--- src/hdl/spf_defines.vh ---
// constants for the flash hold, write-protect and supply pin sharing logic
// Notes on behaviour
// - While pause is active and selected, the device ignores data and clock and keeps its place.
// - While paused, every data line the device could drive is released.
// - In the quad protocol the pause pin is data line 3 and pause is off while selected.
// - The pause pin is a two-way data line during the four quad read and program operations.
// - Pause is off when bit 4 of either configuration register selects disabling.
// - Pause is off as soon as a double-transfer-rate operation is recognised.
// - While deselected, the shared pin low requests a hardware reset unless disabled.
// - In single or dual protocol a low protect pin locks the area set by the block protect bits.
// - The protect pin is data line 2 in quad fast reads and in the quad protocol.
// - The supply speed-up is allowed only with enhanced bit 3 at 0, the pin then being an I/O.
// - Enhanced bit 3 resets to 1, so the speed-up is off by default.
// - Without the raised supply within 200 ms the operation starts at standard speed.
// - Input bits are taken on rising serial clock edges, output bits shifted on falling edges.
`ifndef SPF_DEFINES_VH
`define SPF_DEFINES_VH
`define SPF_CFG_W 8
`define SPF_HOLD_DIS_BIT 4
`define SPF_HOLD_DIS_VAL 1'b0
`define SPF_VPP_EN_BIT 3
`define SPF_VPP_EN_VAL 1'b0
`define SPF_VOLATILE_ENHANCED_CONFIG_REG_RST 8'hFF
`define SPF_BP_W 4
`define SPF_BIT_CNT_W 3
`define SPF_VPP_WAIT_MS 200
`define SPF_CLK_KHZ 40000
`define SPF_WAIT_CNT_W 23
// 200 ms at 40 MHz, sized to the wait counter
`define SPF_VPP_WAIT_CYC 23'h7A1200
`endif

--- src/hdl/spf_pin_ctrl.v ---
// pin function logic: pause, write protect, shared reset and supply speed-up
`timescale 1ns/10ps
`default_nettype none
`include "spf_defines.vh"
module spf_pin_ctrl #(
	parameter HAS_RESET_PIN = 1,
	parameter [`SPF_WAIT_CNT_W-1:0] VPP_WAIT_CYCLES = `SPF_VPP_WAIT_CYC
) (
	input wire clk,
	input wire rst_n,
	input wire spi_clk,
	input wire cs_n,
	input wire serial_io_0_in,
	input wire serial_io_2_in,
	input wire serial_io_3_in,
	input wire vpp_high,
	input wire quad_io_protocol,
	input wire op_io2_data,
	input wire op_io3_data,
	input wire dtr_op_seen,
	input wire [`SPF_CFG_W-1:0] nonvolatile_config_reg,
	input wire volatile_enhanced_config_reg_wr_en,
	input wire [`SPF_CFG_W-1:0] volatile_enhanced_config_reg_wdata,
	input wire reset_func_dis,
	input wire [`SPF_BP_W-1:0] block_protect_bits,
	input wire out_phase,
	input wire quad_out,
	input wire [7:0] tx_data,
	input wire [3:0] quad_out_data,
	input wire last_data_in,
	input wire vpp_op_eligible,
	input wire op_done,
	output reg [`SPF_CFG_W-1:0] volatile_enhanced_config_reg,
	output reg hold_active_ff,
	output reg [7:0] rx_byte_ff,
	output reg rx_valid_ff,
	output reg [`SPF_BIT_CNT_W-1:0] bit_pos_ff,
	output reg serial_io_0_out,
	output reg serial_io_0_oe_n,
	output reg serial_io_1_out,
	output reg serial_io_1_oe_n,
	output reg serial_io_2_out,
	output reg serial_io_2_oe_n,
	output reg serial_io_3_out,
	output reg serial_io_3_oe_n,
	output reg wp_lock_ff,
	output reg [`SPF_BP_W-1:0] locked_bp_ff,
	output reg hw_reset_req_ff,
	output reg vpp_io_mode_ff,
	output reg start_fast_ff,
	output reg start_std_ff
);
	localparam [2:0] ST_IDLE = 3'b001;
	localparam [2:0] ST_WAIT = 3'b010;
	localparam [2:0] ST_RUN = 3'b100;

	wire [4:0] pins_s;
	wire s_sclk;
	wire s_cs_n;
	wire s_io0;
	wire s_io2;
	wire s_io3;
	wire s_vpp;
	reg sclk_d_ff;
	reg dtr_lat_ff;
	reg [7:0] tx_sh_ff;
	reg [2:0] vstate_ff;
	reg [`SPF_WAIT_CNT_W-1:0] wait_cnt_ff;
	wire sel;
	wire rise;
	wire fall;
	wire hold_dis;
	wire hold_now;
	wire io2_data;
	wire io3_data;
	wire run;
	wire vpp_en;

	// all pin inputs cross into clk through two flops
	spf_sync #(
		.WIDTH(5)
	) u_sync (
		.clk(clk),
		.rst_n(rst_n),
		.din({spi_clk, cs_n, serial_io_0_in, serial_io_2_in,
			serial_io_3_in}),
		.dout(pins_s)
	);
	assign s_sclk = pins_s[4];
	assign s_cs_n = pins_s[3];
	assign s_io0 = pins_s[2];
	assign s_io2 = pins_s[1];
	assign s_io3 = pins_s[0];

	// supply detect is a separate level, synced on its own
	spf_sync #(
		.WIDTH(1)
	) u_sync_vpp (
		.clk(clk),
		.rst_n(rst_n),
		.din(vpp_high),
		.dout(s_vpp)
	);

	assign sel = ~s_cs_n;
	assign rise = s_sclk & ~sclk_d_ff;
	assign fall = ~s_sclk & sclk_d_ff;
	assign io2_data = quad_io_protocol | op_io2_data;
	assign io3_data = quad_io_protocol | op_io3_data;
	assign hold_dis = io3_data | dtr_lat_ff | dtr_op_seen |
		(nonvolatile_config_reg[`SPF_HOLD_DIS_BIT] == `SPF_HOLD_DIS_VAL) |
		(volatile_enhanced_config_reg[`SPF_HOLD_DIS_BIT] ==
		`SPF_HOLD_DIS_VAL);
	// pause only counts while selected
	assign hold_now = sel & ~s_io3 & ~hold_dis;
	assign run = sel & ~hold_now;
	assign vpp_en = volatile_enhanced_config_reg[`SPF_VPP_EN_BIT] ==
		`SPF_VPP_EN_VAL;

	// enhanced configuration register, held here
	always @(posedge clk or negedge rst_n) begin
		if (!rst_n) begin
			volatile_enhanced_config_reg <= `SPF_VOLATILE_ENHANCED_CONFIG_REG_RST;
		end else if (volatile_enhanced_config_reg_wr_en) begin
			volatile_enhanced_config_reg <= volatile_enhanced_config_reg_wdata;
		end
	end

	// pause state, dtr latch and pin sharing outputs
	always @(posedge clk or negedge rst_n) begin
		if (!rst_n) begin
			// matches the synchroniser reset so no false rise follows reset
			sclk_d_ff <= 1'b1;
			dtr_lat_ff <= 1'b0;
			hold_active_ff <= 1'b0;
			wp_lock_ff <= 1'b0;
			locked_bp_ff <= {`SPF_BP_W{1'b0}};
			hw_reset_req_ff <= 1'b0;
		end else begin
			sclk_d_ff <= s_sclk;
			// dtr disables pause until the end of the command
			if (!sel) begin
				dtr_lat_ff <= 1'b0;
			end else if (dtr_op_seen) begin
				dtr_lat_ff <= 1'b1;
			end
			hold_active_ff <= hold_now;
			wp_lock_ff <= ~io2_data & ~s_io2;
			locked_bp_ff <= (~io2_data & ~s_io2) ?
				block_protect_bits : {`SPF_BP_W{1'b0}};
			hw_reset_req_ff <= (HAS_RESET_PIN != 0) & ~sel & ~s_io3 &
				~reset_func_dis;
		end
	end

	// serial shifting; a pause freezes the counters so resume is exact
	always @(posedge clk or negedge rst_n) begin
		if (!rst_n) begin
			rx_byte_ff <= 8'h00;
			rx_valid_ff <= 1'b0;
			bit_pos_ff <= {`SPF_BIT_CNT_W{1'b0}};
			tx_sh_ff <= 8'h00;
			serial_io_0_out <= 1'b0;
			serial_io_1_out <= 1'b0;
			serial_io_2_out <= 1'b0;
			serial_io_3_out <= 1'b0;
		end else begin
			rx_valid_ff <= 1'b0;
			if (!sel) begin
				bit_pos_ff <= {`SPF_BIT_CNT_W{1'b0}};
			end else if (run && rise) begin
				rx_byte_ff <= {rx_byte_ff[6:0], s_io0};
				bit_pos_ff <= bit_pos_ff + 1'b1;
				rx_valid_ff <= &bit_pos_ff;
			end
			if (run && fall) begin
				if (quad_out) begin
					serial_io_0_out <= quad_out_data[0];
					serial_io_1_out <= quad_out_data[1];
					serial_io_2_out <= quad_out_data[2];
					serial_io_3_out <= quad_out_data[3];
				end else if (bit_pos_ff == {`SPF_BIT_CNT_W{1'b0}}) begin
					serial_io_1_out <= tx_data[7];
					tx_sh_ff <= {tx_data[6:0], 1'b0};
				end else begin
					serial_io_1_out <= tx_sh_ff[7];
					tx_sh_ff <= {tx_sh_ff[6:0], 1'b0};
				end
			end
		end
	end

	// output enables are low while driving; all released when paused
	always @(posedge clk or negedge rst_n) begin
		if (!rst_n) begin
			serial_io_0_oe_n <= 1'b1;
			serial_io_1_oe_n <= 1'b1;
			serial_io_2_oe_n <= 1'b1;
			serial_io_3_oe_n <= 1'b1;
		end else begin
			serial_io_0_oe_n <= ~(run & out_phase & quad_out);
			serial_io_1_oe_n <= ~(run & out_phase);
			serial_io_2_oe_n <= ~(run & out_phase & quad_out &
				io2_data);
			serial_io_3_oe_n <= ~(run & out_phase & quad_out &
				io3_data);
		end
	end

	// supply speed-up window; host is expected to raise supply in time
	always @(posedge clk or negedge rst_n) begin
		if (!rst_n) begin
			vstate_ff <= ST_IDLE;
			wait_cnt_ff <= {`SPF_WAIT_CNT_W{1'b0}};
			vpp_io_mode_ff <= 1'b0;
			start_fast_ff <= 1'b0;
			start_std_ff <= 1'b0;
		end else begin
			start_fast_ff <= 1'b0;
			start_std_ff <= 1'b0;
			case (vstate_ff)
			ST_IDLE: begin
				if (last_data_in && vpp_op_eligible && vpp_en) begin
					vstate_ff <= ST_WAIT;
					wait_cnt_ff <= {`SPF_WAIT_CNT_W{1'b0}};
					vpp_io_mode_ff <= 1'b1;
				end else if (last_data_in) begin
					vstate_ff <= ST_RUN;
					start_std_ff <= 1'b1;
				end
			end
			ST_WAIT: begin
				if (s_vpp) begin
					vstate_ff <= ST_RUN;
					start_fast_ff <= 1'b1;
				end else if (wait_cnt_ff == VPP_WAIT_CYCLES - 1'b1) begin
					vstate_ff <= ST_RUN;
					start_std_ff <= 1'b1;
				end else begin
					wait_cnt_ff <= wait_cnt_ff + 1'b1;
				end
			end
			ST_RUN: begin
				// pin stays an I/O until the operation ends
				if (op_done) begin
					vstate_ff <= ST_IDLE;
					vpp_io_mode_ff <= 1'b0;
				end
			end
			default: begin
				vstate_ff <= ST_IDLE;
				vpp_io_mode_ff <= 1'b0;
			end
			endcase
		end
	end
endmodule // spf_pin_ctrl
`default_nettype wire

--- src/hdl/spf_sync.v ---
// two-stage synchroniser for pin inputs
`timescale 1ns/10ps
`default_nettype none
module spf_sync #(
	parameter WIDTH = 1
) (
	input wire clk,
	input wire rst_n,
	input wire [WIDTH-1:0] din,
	output reg [WIDTH-1:0] dout
);
	reg [WIDTH-1:0] meta_ff;
	// reset value is all ones: idle level of select and the active-low pins
	always @(posedge clk or negedge rst_n) begin
		if (!rst_n) begin
			meta_ff <= {WIDTH{1'b1}};
			dout <= {WIDTH{1'b1}};
		end else begin
			meta_ff <= din;
			dout <= meta_ff;
		end
	end
endmodule // spf_sync
`default_nettype wire

--- config.mk ---
export PLATFORM = sky130hd
export DESIGN_NAME = spf_pin_ctrl
export DESIGN_NICKNAME = d
export VERILOG_FILES = /design/src/hdl/spf_pin_ctrl.v /design/src/hdl/spf_sync.v
export VERILOG_INCLUDE_DIRS = /design/src /design/src/hdl
export SDC_FILE = /design/constraint.sdc
export NUM_CORES = 1
export LEC_CHECK = 0
export BUFFER_PORTS_ARGS = -buffer_cell sky130_fd_sc_hd__buf_2
export CORE_MARGIN = 1.5
export CORE_UTILIZATION = 48
export DETAILED_ROUTE_END_ITERATION = 16
export MAX_ROUTING_LAYER = met4
export PLACE_DENSITY = 0.76
export SYNTH_ARGS = -nofsm -noshare
export SYNTH_HDL_FRONTEND = slang
export SYNTH_SLANG_ARGS = --single-unit
export TNS_END_PERCENT = 100
--- constraint.sdc ---
create_clock -name clk -period 1.73 [get_ports clk]
set_input_delay 0.173 -clock clk [delete_from_list [all_inputs] [get_ports clk]]
set_output_delay 0.173 -clock clk [all_outputs]
set_load 0.1 [all_outputs]
==> results of run 1 <==
==> metal layers <==
metal | track usage, % | routed length [µm]
met1 | 24.7 | 3490
met2 | 35.0 | 4140
met3 | 6.03 | 416
met4 | 8.07 | 144
met5 | - | 0
==> final cells by class <==
type,count,share of cell area [%]
clock buffers,13,3.56
well taps,99,2.43
clock inverters,3,0.466
inverters,8,0.589
flip-flops and latches,85,42.6
repair buffers,138,18.3
multi-input cells,220,32.0
==> power by group through the flow <==
stage	Clock [W]	Combinational, W	Sequential, W
3_3_place_gp	0	0.00227	0.00259
3_5_place_dp	0	0.00230	0.00261
5_1_grt	0.00153	0.00258	0.00264
6_report	0.00141	0.00245	0.00260
2_1_floorplan	0	0.000577	0.00371
4_1_cts	0.00145	0.00239	0.00258
==> worst max-delay path by stage <==
stage                                    start              end  cells past startpoint
2_1_floorplan  volatile_enhanced_config_reg[4]    rx_byte_ff[5]                      5
3_3_place_gp                      vstate_ff[0]  wait_cnt_ff[19]                      6
3_5_place_dp                      vstate_ff[0]  wait_cnt_ff[13]                      6
4_1_cts                           vstate_ff[0]  wait_cnt_ff[15]                      6
5_1_grt                           vstate_ff[0]  wait_cnt_ff[13]                      6
6_report                          vstate_ff[0]  wait_cnt_ff[12]                      6
==> what timing repair did <==
item,in CTS,in global routing
hold buffers,11,0
buffers inserted,1,1
hold endpoints to repair,69,0
resized for setup,30,16
pin swaps,5,4
endpoints found under the setup margin,25,38
==> synth_stat cells (2+ instances only) <==
cell type  instances
nand3_1           10
mux2_2            21
a21oi_2            2
a31oi_1            5
clkbuf_1           5
a21oi_1           21
or4b_1             2
inv_1              7
dfrtp_1           59
and4_1             2
mux2i_1            7
o21ai_0           31
a41oi_1            2
and3b_1            2
and2_1            10
nor3_1             5
nand4_1            4
ha_1               4
nor2_1            25
and3_1             3
nor3b_1            5
buf_2              3
dfstp_2           26
nor4_4             2
o31ai_1            9
nand2_1           25
o41ai_1            2
nor2b_1            3
nor4_2             2
buf_6              2
==> metrics by stage <==
| stage | utilization (%) | cells |
|---|---|---|
| 2_1_floorplan | - | 324 |
| 3_3_place_gp | 63.0 | 537 |
| 3_5_place_dp | 63.0 | 537 |
| 4_1_cts | 68.2 | 565 |
| 5_1_grt | 69.2 | 566 |
| 6_report | 69.2 | 566 |
==> cell families (layout without fill, tap and decap cells) <==
logic type / after synthesis / count (layout)
compound gates: 79 / 79
fa+ha+maj: 4 / 4
buf+inv: 19 / 162
flops: 85 / 85
mux: 28 / 28
simple gates: 109 / 109
==> out/summary.txt, run 1 <==
clock sink count: 85
initial DRC count: 154
Buf+Inv Stages, Crit Path: 1
final clock period utilization by the worst path: 108%
Avg Synthesized Cell Area: 11.5 µm²
Most used DFF post-synth: dfrtp_1
mux contribution to synthesized area: 8.22%
Reg power frac: 40.2%
sw frac: 40.7%
r2r startpoint: vstate_ff[0]
Sequential cell area: 2170 µm²
clk slew on worst S/H paths: 0.08 ns
net switching power: 0.00263 W
CTS tree: yes
core box area: 7370 µm²
largest cells by area after synthesis: dfrtp_1, dfstp_2, mux2_2
RR Endpoint: wait_cnt_ff[12]
number of global-route vias before repair: 3100
Crit path max-delay family: simple AND/OR/NAND/NOR gates
Post-synth EDFFs: 0
CTS max path bufs: 2
I/O Buffers: 81
Post-DP Area: 4640 µm²
H-tree depth: 3
Worst-Skew Late Latency: 0.35 ns
Arr. time, crit path: 2.11 ns
cell taking the most area after synthesis: dfrtp_1
multi-input logic area: 1630 µm²
sequential element share of the synthesized area: 57.9%
Vias: 3006
GR Util All Layers: 21.3%
DRC violations left: 0
Initial Util: 50.6%
asr flop ratio synth: 100%
first-pass GRT wire length: 13.8 mm
CP max stage delay: 0.54 ns
max_slew headroom: 67.2%
Total Wirelength: 8.19 mm
Synth cell types: 48
Synth Instances: 324
NumNets Final: 517
cells along the critical path: or4b_4 -> mux2i_2 -> a21bo_4 -> buf_12 -> nor3b_2 -> nor2_1
root buffer cell: clkbuf_8
row cnt: 31
setup ws final: -0.134 ns
IO Pins: 89
Final setup viols: 24
largest net degree at the start of global routing: 86
Reg2Reg Setup Slack: -0.13 ns
GRT overflow: 0
Max Freq: 0.537 GHz
commonest non-fill, non-tap cell in the layout: buf_2
die width: 91.1 µm
worst IR drop on VDD: 0.000881 V
Final min period: 1.86 ns
Static Leak: 2.37 nW
Wirelength per Cell: 14.5 µm
Clk pwr share: 21.8%
synthesized flop and latch total: 85
Post-Route Skew: 0.00750 ns
Sum Neg Setup Slack: -2.23 ns
Post-Synth XOR/XNOR Area: 0%
R2R cell count: 6
path type of the worst setup path: register to register
antenna-violating nets left: 0
P_int: 0.00382 W
type of destination of the critical path: register
Net Count, Synth: 379
startpoint types: register
vias per cell: 5.31
most frequent cells in the layout: buf_2, dfrtp_1, buf_4
Fill cells: 546
Die Area: 8300 µm²
hpwl dp: 5.61 mm
drt pass-1 iters: 4
layout cell share with drive strength beyond 1: 50.1%
failing checks: negative setup slack
worst hold stages: 2
simple-gate share of the synthesized area: 17.2%
Crit Path Max Fanout: 10
Mapped Area: 3730 µm²
CTS Buf Count: 9
power density over the cells: 1270 nW/µm²
Max Cap Viol: 0
Compound-Gate Fraction of Synth Area: 12.9%
max FFs per register: 23
total power draw: 0.00645 W
area grow syn2layout: 36.8%
final instance area: 5100 µm²
min-delay worst type: primary input to register
Worst Hold Slack: 0.0170 ns
Logic pwr share: 37.9%
fin. max-slew vios: 0
ANT cells: 0
Post-Synth Adder-Cell Area: 1.34%
worst hold endpoint: serial_io_3_oe_n
Slowest cell on crit path: or4b_4
status: finished, violations left
HP Start: quad_io_protocol
endpoints failing hold: 0
CP required: 1.97 ns
die height: 91.1 µm
largest family of logic cells by synthesized area: simple AND/OR/NAND/NOR gates
RSZ-0062 raised after global routing: true
gpl congestion: 0.845
Slew @ Worst Pin: 0.496 ns
Setup WS pre-CTS: -0.202 ns
initial antenna violation count: 0
yosys warns: 0
share of the synthesized area in the top cell type: 39.6%
(Power assumes the default switching activity.)
==> inputs of run 2 (changes only) <==
Settings changed: CORE_UTILIZATION 48 to 53, PLACE_DENSITY 0.76 to 0.79.
Clock period 1.73 ns to 1.8 ns, I/O delays scaled along.
==> out/summary.txt, run 2 (same netlist as run 1, synthesis figures left out) <==
status: finished, violations left
failing checks: negative setup slack
Slew @ Worst Pin: 0.508 ns (+0.0125 ns)
min-delay worst type: primary input to register
ANT cells: 0 (unchanged)
NumNets Final: 524 (+1.4%)
Worst-Skew Late Latency: 0.35 ns (about the same)
Max Cap Viol: 0 (unchanged)
first-pass GRT wire length: 14.8 mm (+7.3%)
largest net degree at the start of global routing: 38 (-56%)
Post-Route Skew: 0.0119 ns (+0.00436 ns)
setup ws final: -0.109 ns (+0.0249 ns)
Total Wirelength: 9.21 mm (+12%)
antenna-violating nets left: 0 (unchanged)
RSZ-0062 raised after global routing: true
max FFs per register: 23 (unchanged)
vias per cell: 5.55 (+4.6%)
startpoint types: register
most frequent cells in the layout: buf_2, dfrtp_1, buf_4
Clk pwr share: 24.5% (+2.7 points)
CTS max path bufs: 2 (unchanged)
CTS Buf Count: 9 (unchanged)
IO Pins: 89 (unchanged)
Initial Util: 54.9% (+4.3 points)
Final setup viols: 24 (unchanged)
die width: 86.9 µm (-4.7%)
worst IR drop on VDD: 0.000913 V (+3.6%)
number of global-route vias before repair: 3136 (+1.2%)
row cnt: 30 (-3.2%)
Reg power frac: 39.1% (-1.1 points)
endpoints failing hold: 0 (unchanged)
CTS tree: yes
root buffer cell: clkbuf_8
Max Freq: 0.524 GHz (-2.4%)
Logic pwr share: 36.4% (-1.5 points)
Final min period: 1.91 ns (+0.0451 ns)
clock sink count: 85 (unchanged)
layout cell share with drive strength beyond 1: 50.0% (-0.11 points)
net switching power: 0.00255 W (-3.1%)
GRT overflow: 0 (unchanged)
Crit Path Max Fanout: 6 (-4)
final instance area: 5190 µm² (+1.7%)
initial DRC count: 174 (+13%)
drt pass-1 iters: 4 (unchanged)
Post-DP Area: 4530 µm² (-2.5%)
gpl congestion: 0.816 (-3.4%)
commonest non-fill, non-tap cell in the layout: buf_2
hpwl dp: 5.55 mm (-1.0%)
area grow syn2layout: 39.2%
H-tree depth: 3 (unchanged)
clk slew on worst S/H paths: 0.08 ns (about the same)
die height: 86.9 µm (-4.7%)
Wirelength per Cell: 16.2 µm (+12%)
Vias: 3165 (+5.3%)
initial antenna violation count: 0 (unchanged)
I/O Buffers: 81 (unchanged)
core box area: 6790 µm² (-7.8%)
Worst Hold Slack: 0.0451 ns (+0.0282 ns)
P_int: 0.00391 W (+2.4%)
Die Area: 7540 µm² (-9.1%)
max_slew headroom: 66.3% (-0.82 points)
CP required: 2.04 ns (+0.07 ns)
path type of the worst setup path: register to register
Static Leak: 2.41 nW (+1.4%)
DRC violations left: 0 (unchanged)
GR Util All Layers: 26.4% (+5.2 points)
sw frac: 39.4% (-1.3 points)
type of destination of the critical path: register
fin. max-slew vios: 0 (unchanged)
power density over the cells: 1250 nW/µm² (-1.6%)
Arr. time, crit path: 2.15 ns (+0.04 ns)
final clock period utilization by the worst path: 106% (-1.7 points)
==> run 2: cell count changes in the layout (fill, tap and decap cells not counted), sizes merged <==
cell / previous run / this run
clkinv: 1 / 0
buf: 127 / 130
dlygate4sd3: 11 / 12
clkbuf: 13 / 12
inv: 10 / 9
a21bo: 1 / 4
bufinv: 0 / 3
==> run 2: worst max-delay path, stage by stage (launching register included) <==
cell and delay [ns]:
dfstp_2 0.39, or4b_4 0.55, mux2i_4 0.28, buf_6 0.14, a21bo_4 0.25, o21ba_4 0.19
==> run 2: per-layer routing <==
layer  GRT usage [%]  vias up  share of wire [%]
met5               -        -                  0
met4            11.4        0                2.4
met3            5.21       29                5.8
met2            44.7      127                 53
met1            30.7     1550                 39
li1                -     1459                  -
==> run 2: final cells by class <==
cell class	count	area, µm²
Multi-Input combinational cell	223	1680
Clock inverter	4	98.8
Inverter	8	32.5
Fill cell	408	1610
Timing Repair Buffer	142	948
Sequential cell	85	2170
Tap cell	96	120
Clock buffer	12	135
==> run 2: final timing paths <==
check                                       from           endpoint  slack [ns]  cells past startpoint
setup / recovery                    vstate_ff[0]    wait_cnt_ff[11]       -0.11                      5
hold / removal             block_protect_bits[0]    locked_bp_ff[0]        0.05                      2
setup reg to reg                    vstate_ff[0]    wait_cnt_ff[11]       -0.11                      5
hold reg to reg                u_sync.meta_ff[2]     u_sync.dout[2]        0.35                      0
max in group asynchronous                  rst_n  u_sync.meta_ff[4]        0.86                      3
min in group asynchronous                  rst_n        rx_valid_ff        0.27                      2
==> run 2: timing repair <==
item                                    CTS  global route
endpoints found under the setup margin   25            35
gates cloned                              3             0
pin swaps                                 4            18
endpoints found under the hold margin    19             0
resized for setup                        18            40
buffers inserted                          6             8
hold buffers                             12             0
==> run 2: per-stage QoR <==
step | TNS (ns) | utilization (%) | cells | worst slack, ns | total power (W)
floorplan | -0.0555 | - | 324 | -0.0202 | 0.00411
global placement | -1.47 | 66.6 | 525 | -0.0911 | 0.00457
detailed placement | -2.06 | 66.6 | 525 | -0.129 | 0.00463
CTS | -1.15 | 73.8 | 562 | -0.0887 | 0.00635
global route | -3.33 | 76.4 | 570 | -0.165 | 0.00674
finish | -1.63 | 76.4 | 570 | -0.109 | 0.00646
==> run 2: power by group through the flow <==
stage	clock, W	combinational, W	sequential [W]
final	0.00158	0.00235	0.00253
after global routing	0.00168	0.00249	0.00256
after CTS	0.00161	0.00223	0.00251
after detailed placement	0	0.00210	0.00253
after global placement	0	0.00206	0.00251
after floorplan	0	0.000542	0.00357
==> inputs of run 3 (changes only) <==
Settings changed: PLACE_DENSITY 0.79 to 0.76.
==> out/summary.txt, run 3 (same netlist as run 1, synthesis figures left out) <==
Clk pwr share: 21.6% (-2.9 points)
hpwl dp: 5.47 mm (-1.4%)
Max Freq: 0.538 GHz (+2.7%)
antenna-violating nets left: 0 (unchanged)
Slew @ Worst Pin: 0.508 ns (-0.000472 ns)
Wirelength per Cell: 15.9 µm (-1.6%)
startpoint types: register
CP required: 2.06 ns (+0.02 ns)
path type of the worst setup path: register to register
P_int: 0.00362 W (-7.4%)
Max Cap Viol: 0 (unchanged)
GR Util All Layers: 26.2% (-0.26 points)
Initial Util: 54.9% (unchanged)
final instance area: 5070 µm² (-2.2%)
min-delay worst type: primary input to register
failing checks: negative setup slack
max FFs per register: 23 (unchanged)
status: finished, violations left
die width: 86.9 µm (unchanged)
total power draw: 0.00620 W (-4.1%)
ANT cells: 0 (unchanged)
area grow syn2layout: 36.2%
Reg power frac: 40.7% (+1.6 points)
gpl congestion: 0.821 (+0.60%)
max_slew headroom: 66.4% (about the same)
type of destination of the critical path: register
power density over the cells: 1220 nW/µm² (-2.0%)
NumNets Final: 515 (-1.7%)
IO Pins: 89 (unchanged)
first-pass GRT wire length: 14.6 mm (-1.0%)
H-tree depth: 3 (unchanged)
root buffer cell: clkbuf_8
Vias: 3069 (-3.0%)
number of global-route vias before repair: 3198 (+2.0%)
die height: 86.9 µm (unchanged)
endpoints failing hold: 0 (unchanged)
Static Leak: 2.33 nW (-3.2%)
layout cell share with drive strength beyond 1: 50.1% (+0.11 points)
Total Wirelength: 8.93 mm (-3.1%)
net switching power: 0.00257 W (+0.99%)
Worst-Skew Late Latency: 0.36 ns (about the same)
CTS max path bufs: 2 (unchanged)
Final setup viols: 12 (-50%)
worst IR drop on VDD: 0.000946 V (+3.7%)
Worst Hold Slack: 0.0263 ns (-0.0189 ns)
clk slew on worst S/H paths: 0.08 ns (about the same)
Post-Route Skew: 0.0110 ns (-0.000822 ns)
drt pass-1 iters: 4 (unchanged)
CTS tree: yes
Die Area: 7540 µm² (unchanged)
RSZ-0062 raised after global routing: true
largest net degree at the start of global routing: 86 (+130%)
Final min period: 1.86 ns (-0.0508 ns)
most frequent cells in the layout: buf_2, dfrtp_1, buf_4
worst hold stages: 2 (unchanged)
clock sink count: 85 (unchanged)
fin. max-slew vios: 0 (unchanged)
core box area: 6790 µm² (unchanged)
I/O Buffers: 81 (unchanged)
Crit Path Max Fanout: 7 (+1)
R2R cell count: 6 (+1)
CTS Buf Count: 9 (unchanged)
Post-DP Area: 4510 µm² (-0.33%)
vias per cell: 5.47 (-1.5%)
initial DRC count: 149 (-14%)
setup ws final: -0.0581 ns (+0.0508 ns)
DRC violations left: 0 (unchanged)
Arr. time, crit path: 2.12 ns (-0.03 ns)
GRT overflow: 0 (unchanged)
sw frac: 41.5% (+2.1 points)
row cnt: 30 (unchanged)
commonest non-fill, non-tap cell in the layout: buf_2
final clock period utilization by the worst path: 103% (-2.8 points)
initial antenna violation count: 0 (unchanged)
Logic pwr share: 37.7% (+1.3 points)
-- run 3: cell count changes in the layout (fill, tap and decap cells not counted), sizes merged --
cell | previous run | this run
clkbuf | 12 | 10
buf | 130 | 121
inv | 9 | 10
bufinv | 3 | 1
clkinvlp | 0 | 3
-- run 3: per-stage QoR --
step	instances	worst slack [ns]	TNS [ns]	utilization [%]
2_1_floorplan	324	-0.0202	-0.0555	-
3_5_place_dp	523	-0.121	-1.70	66.4
6_report	561	-0.0581	-0.285	74.7
3_3_place_gp	523	-0.0708	-0.998	66.4
4_1_cts	559	-0.0746	-1.26	73.3
5_1_grt	561	-0.101	-1.39	74.7
-- run 3: metal layers --
layer,vias up,track usage (%),routed length [µm]
met5,-,-,0
met4,0,12.0,273
met3,30,7.77,460
met2,100,42.0,4510
met1,1496,30.4,3680
li1,1443,-,-
-- run 3: layout make-up --
class	count	area (µm²)
timing repair buffer	133	873
fill	455	1720
clock inverter	6	70.1
inverter	8	30.0
sequential	85	2170
clock buffer	10	128
tap	96	120
multi-input combinational	223	1680
-- run 3: worst paths after layout --
path / start / to / slack, ns
max in group asynchronous: rst_n / bit_pos_ff[0] / 1.05
hold / removal: block_protect_bits[3] / locked_bp_ff[3] / 0.03
min in group asynchronous: rst_n / bit_pos_ff[2] / 0.38
setup reg to reg: wait_cnt_ff[9] / wait_cnt_ff[14] / -0.06
setup / recovery: wait_cnt_ff[9] / wait_cnt_ff[14] / -0.06
hold reg to reg: u_sync.meta_ff[4] / u_sync.dout[4] / 0.36
-- run 3: power groups by stage --
stage	sequential (W)	clock, W	combinational [W]
after floorplan	0.00357	0	0.000542
after global placement	0.00251	0	0.00209
after detailed placement	0.00253	0	0.00213
after CTS	0.00250	0.00138	0.00227
after global routing	0.00256	0.00145	0.00247
final	0.00252	0.00134	0.00233
-- run 3: repair_timing --
item	CTS	global route
setup buffers	5	2
gates cloned	3	0
endpoints found under the hold margin	69	0
resized for setup	32	21
endpoints found under the setup margin	25	27
hold buffers	12	0
pin swaps	22	9
-- run 3: critical path: stages, from the launching register on --
cell     delay [ns]
dfrtp_1        0.41
or4b_4         0.54
nor4_4         0.19
buf_4          0.22
a21bo_4        0.24
o21ai_2        0.08
o31ai_1        0.08
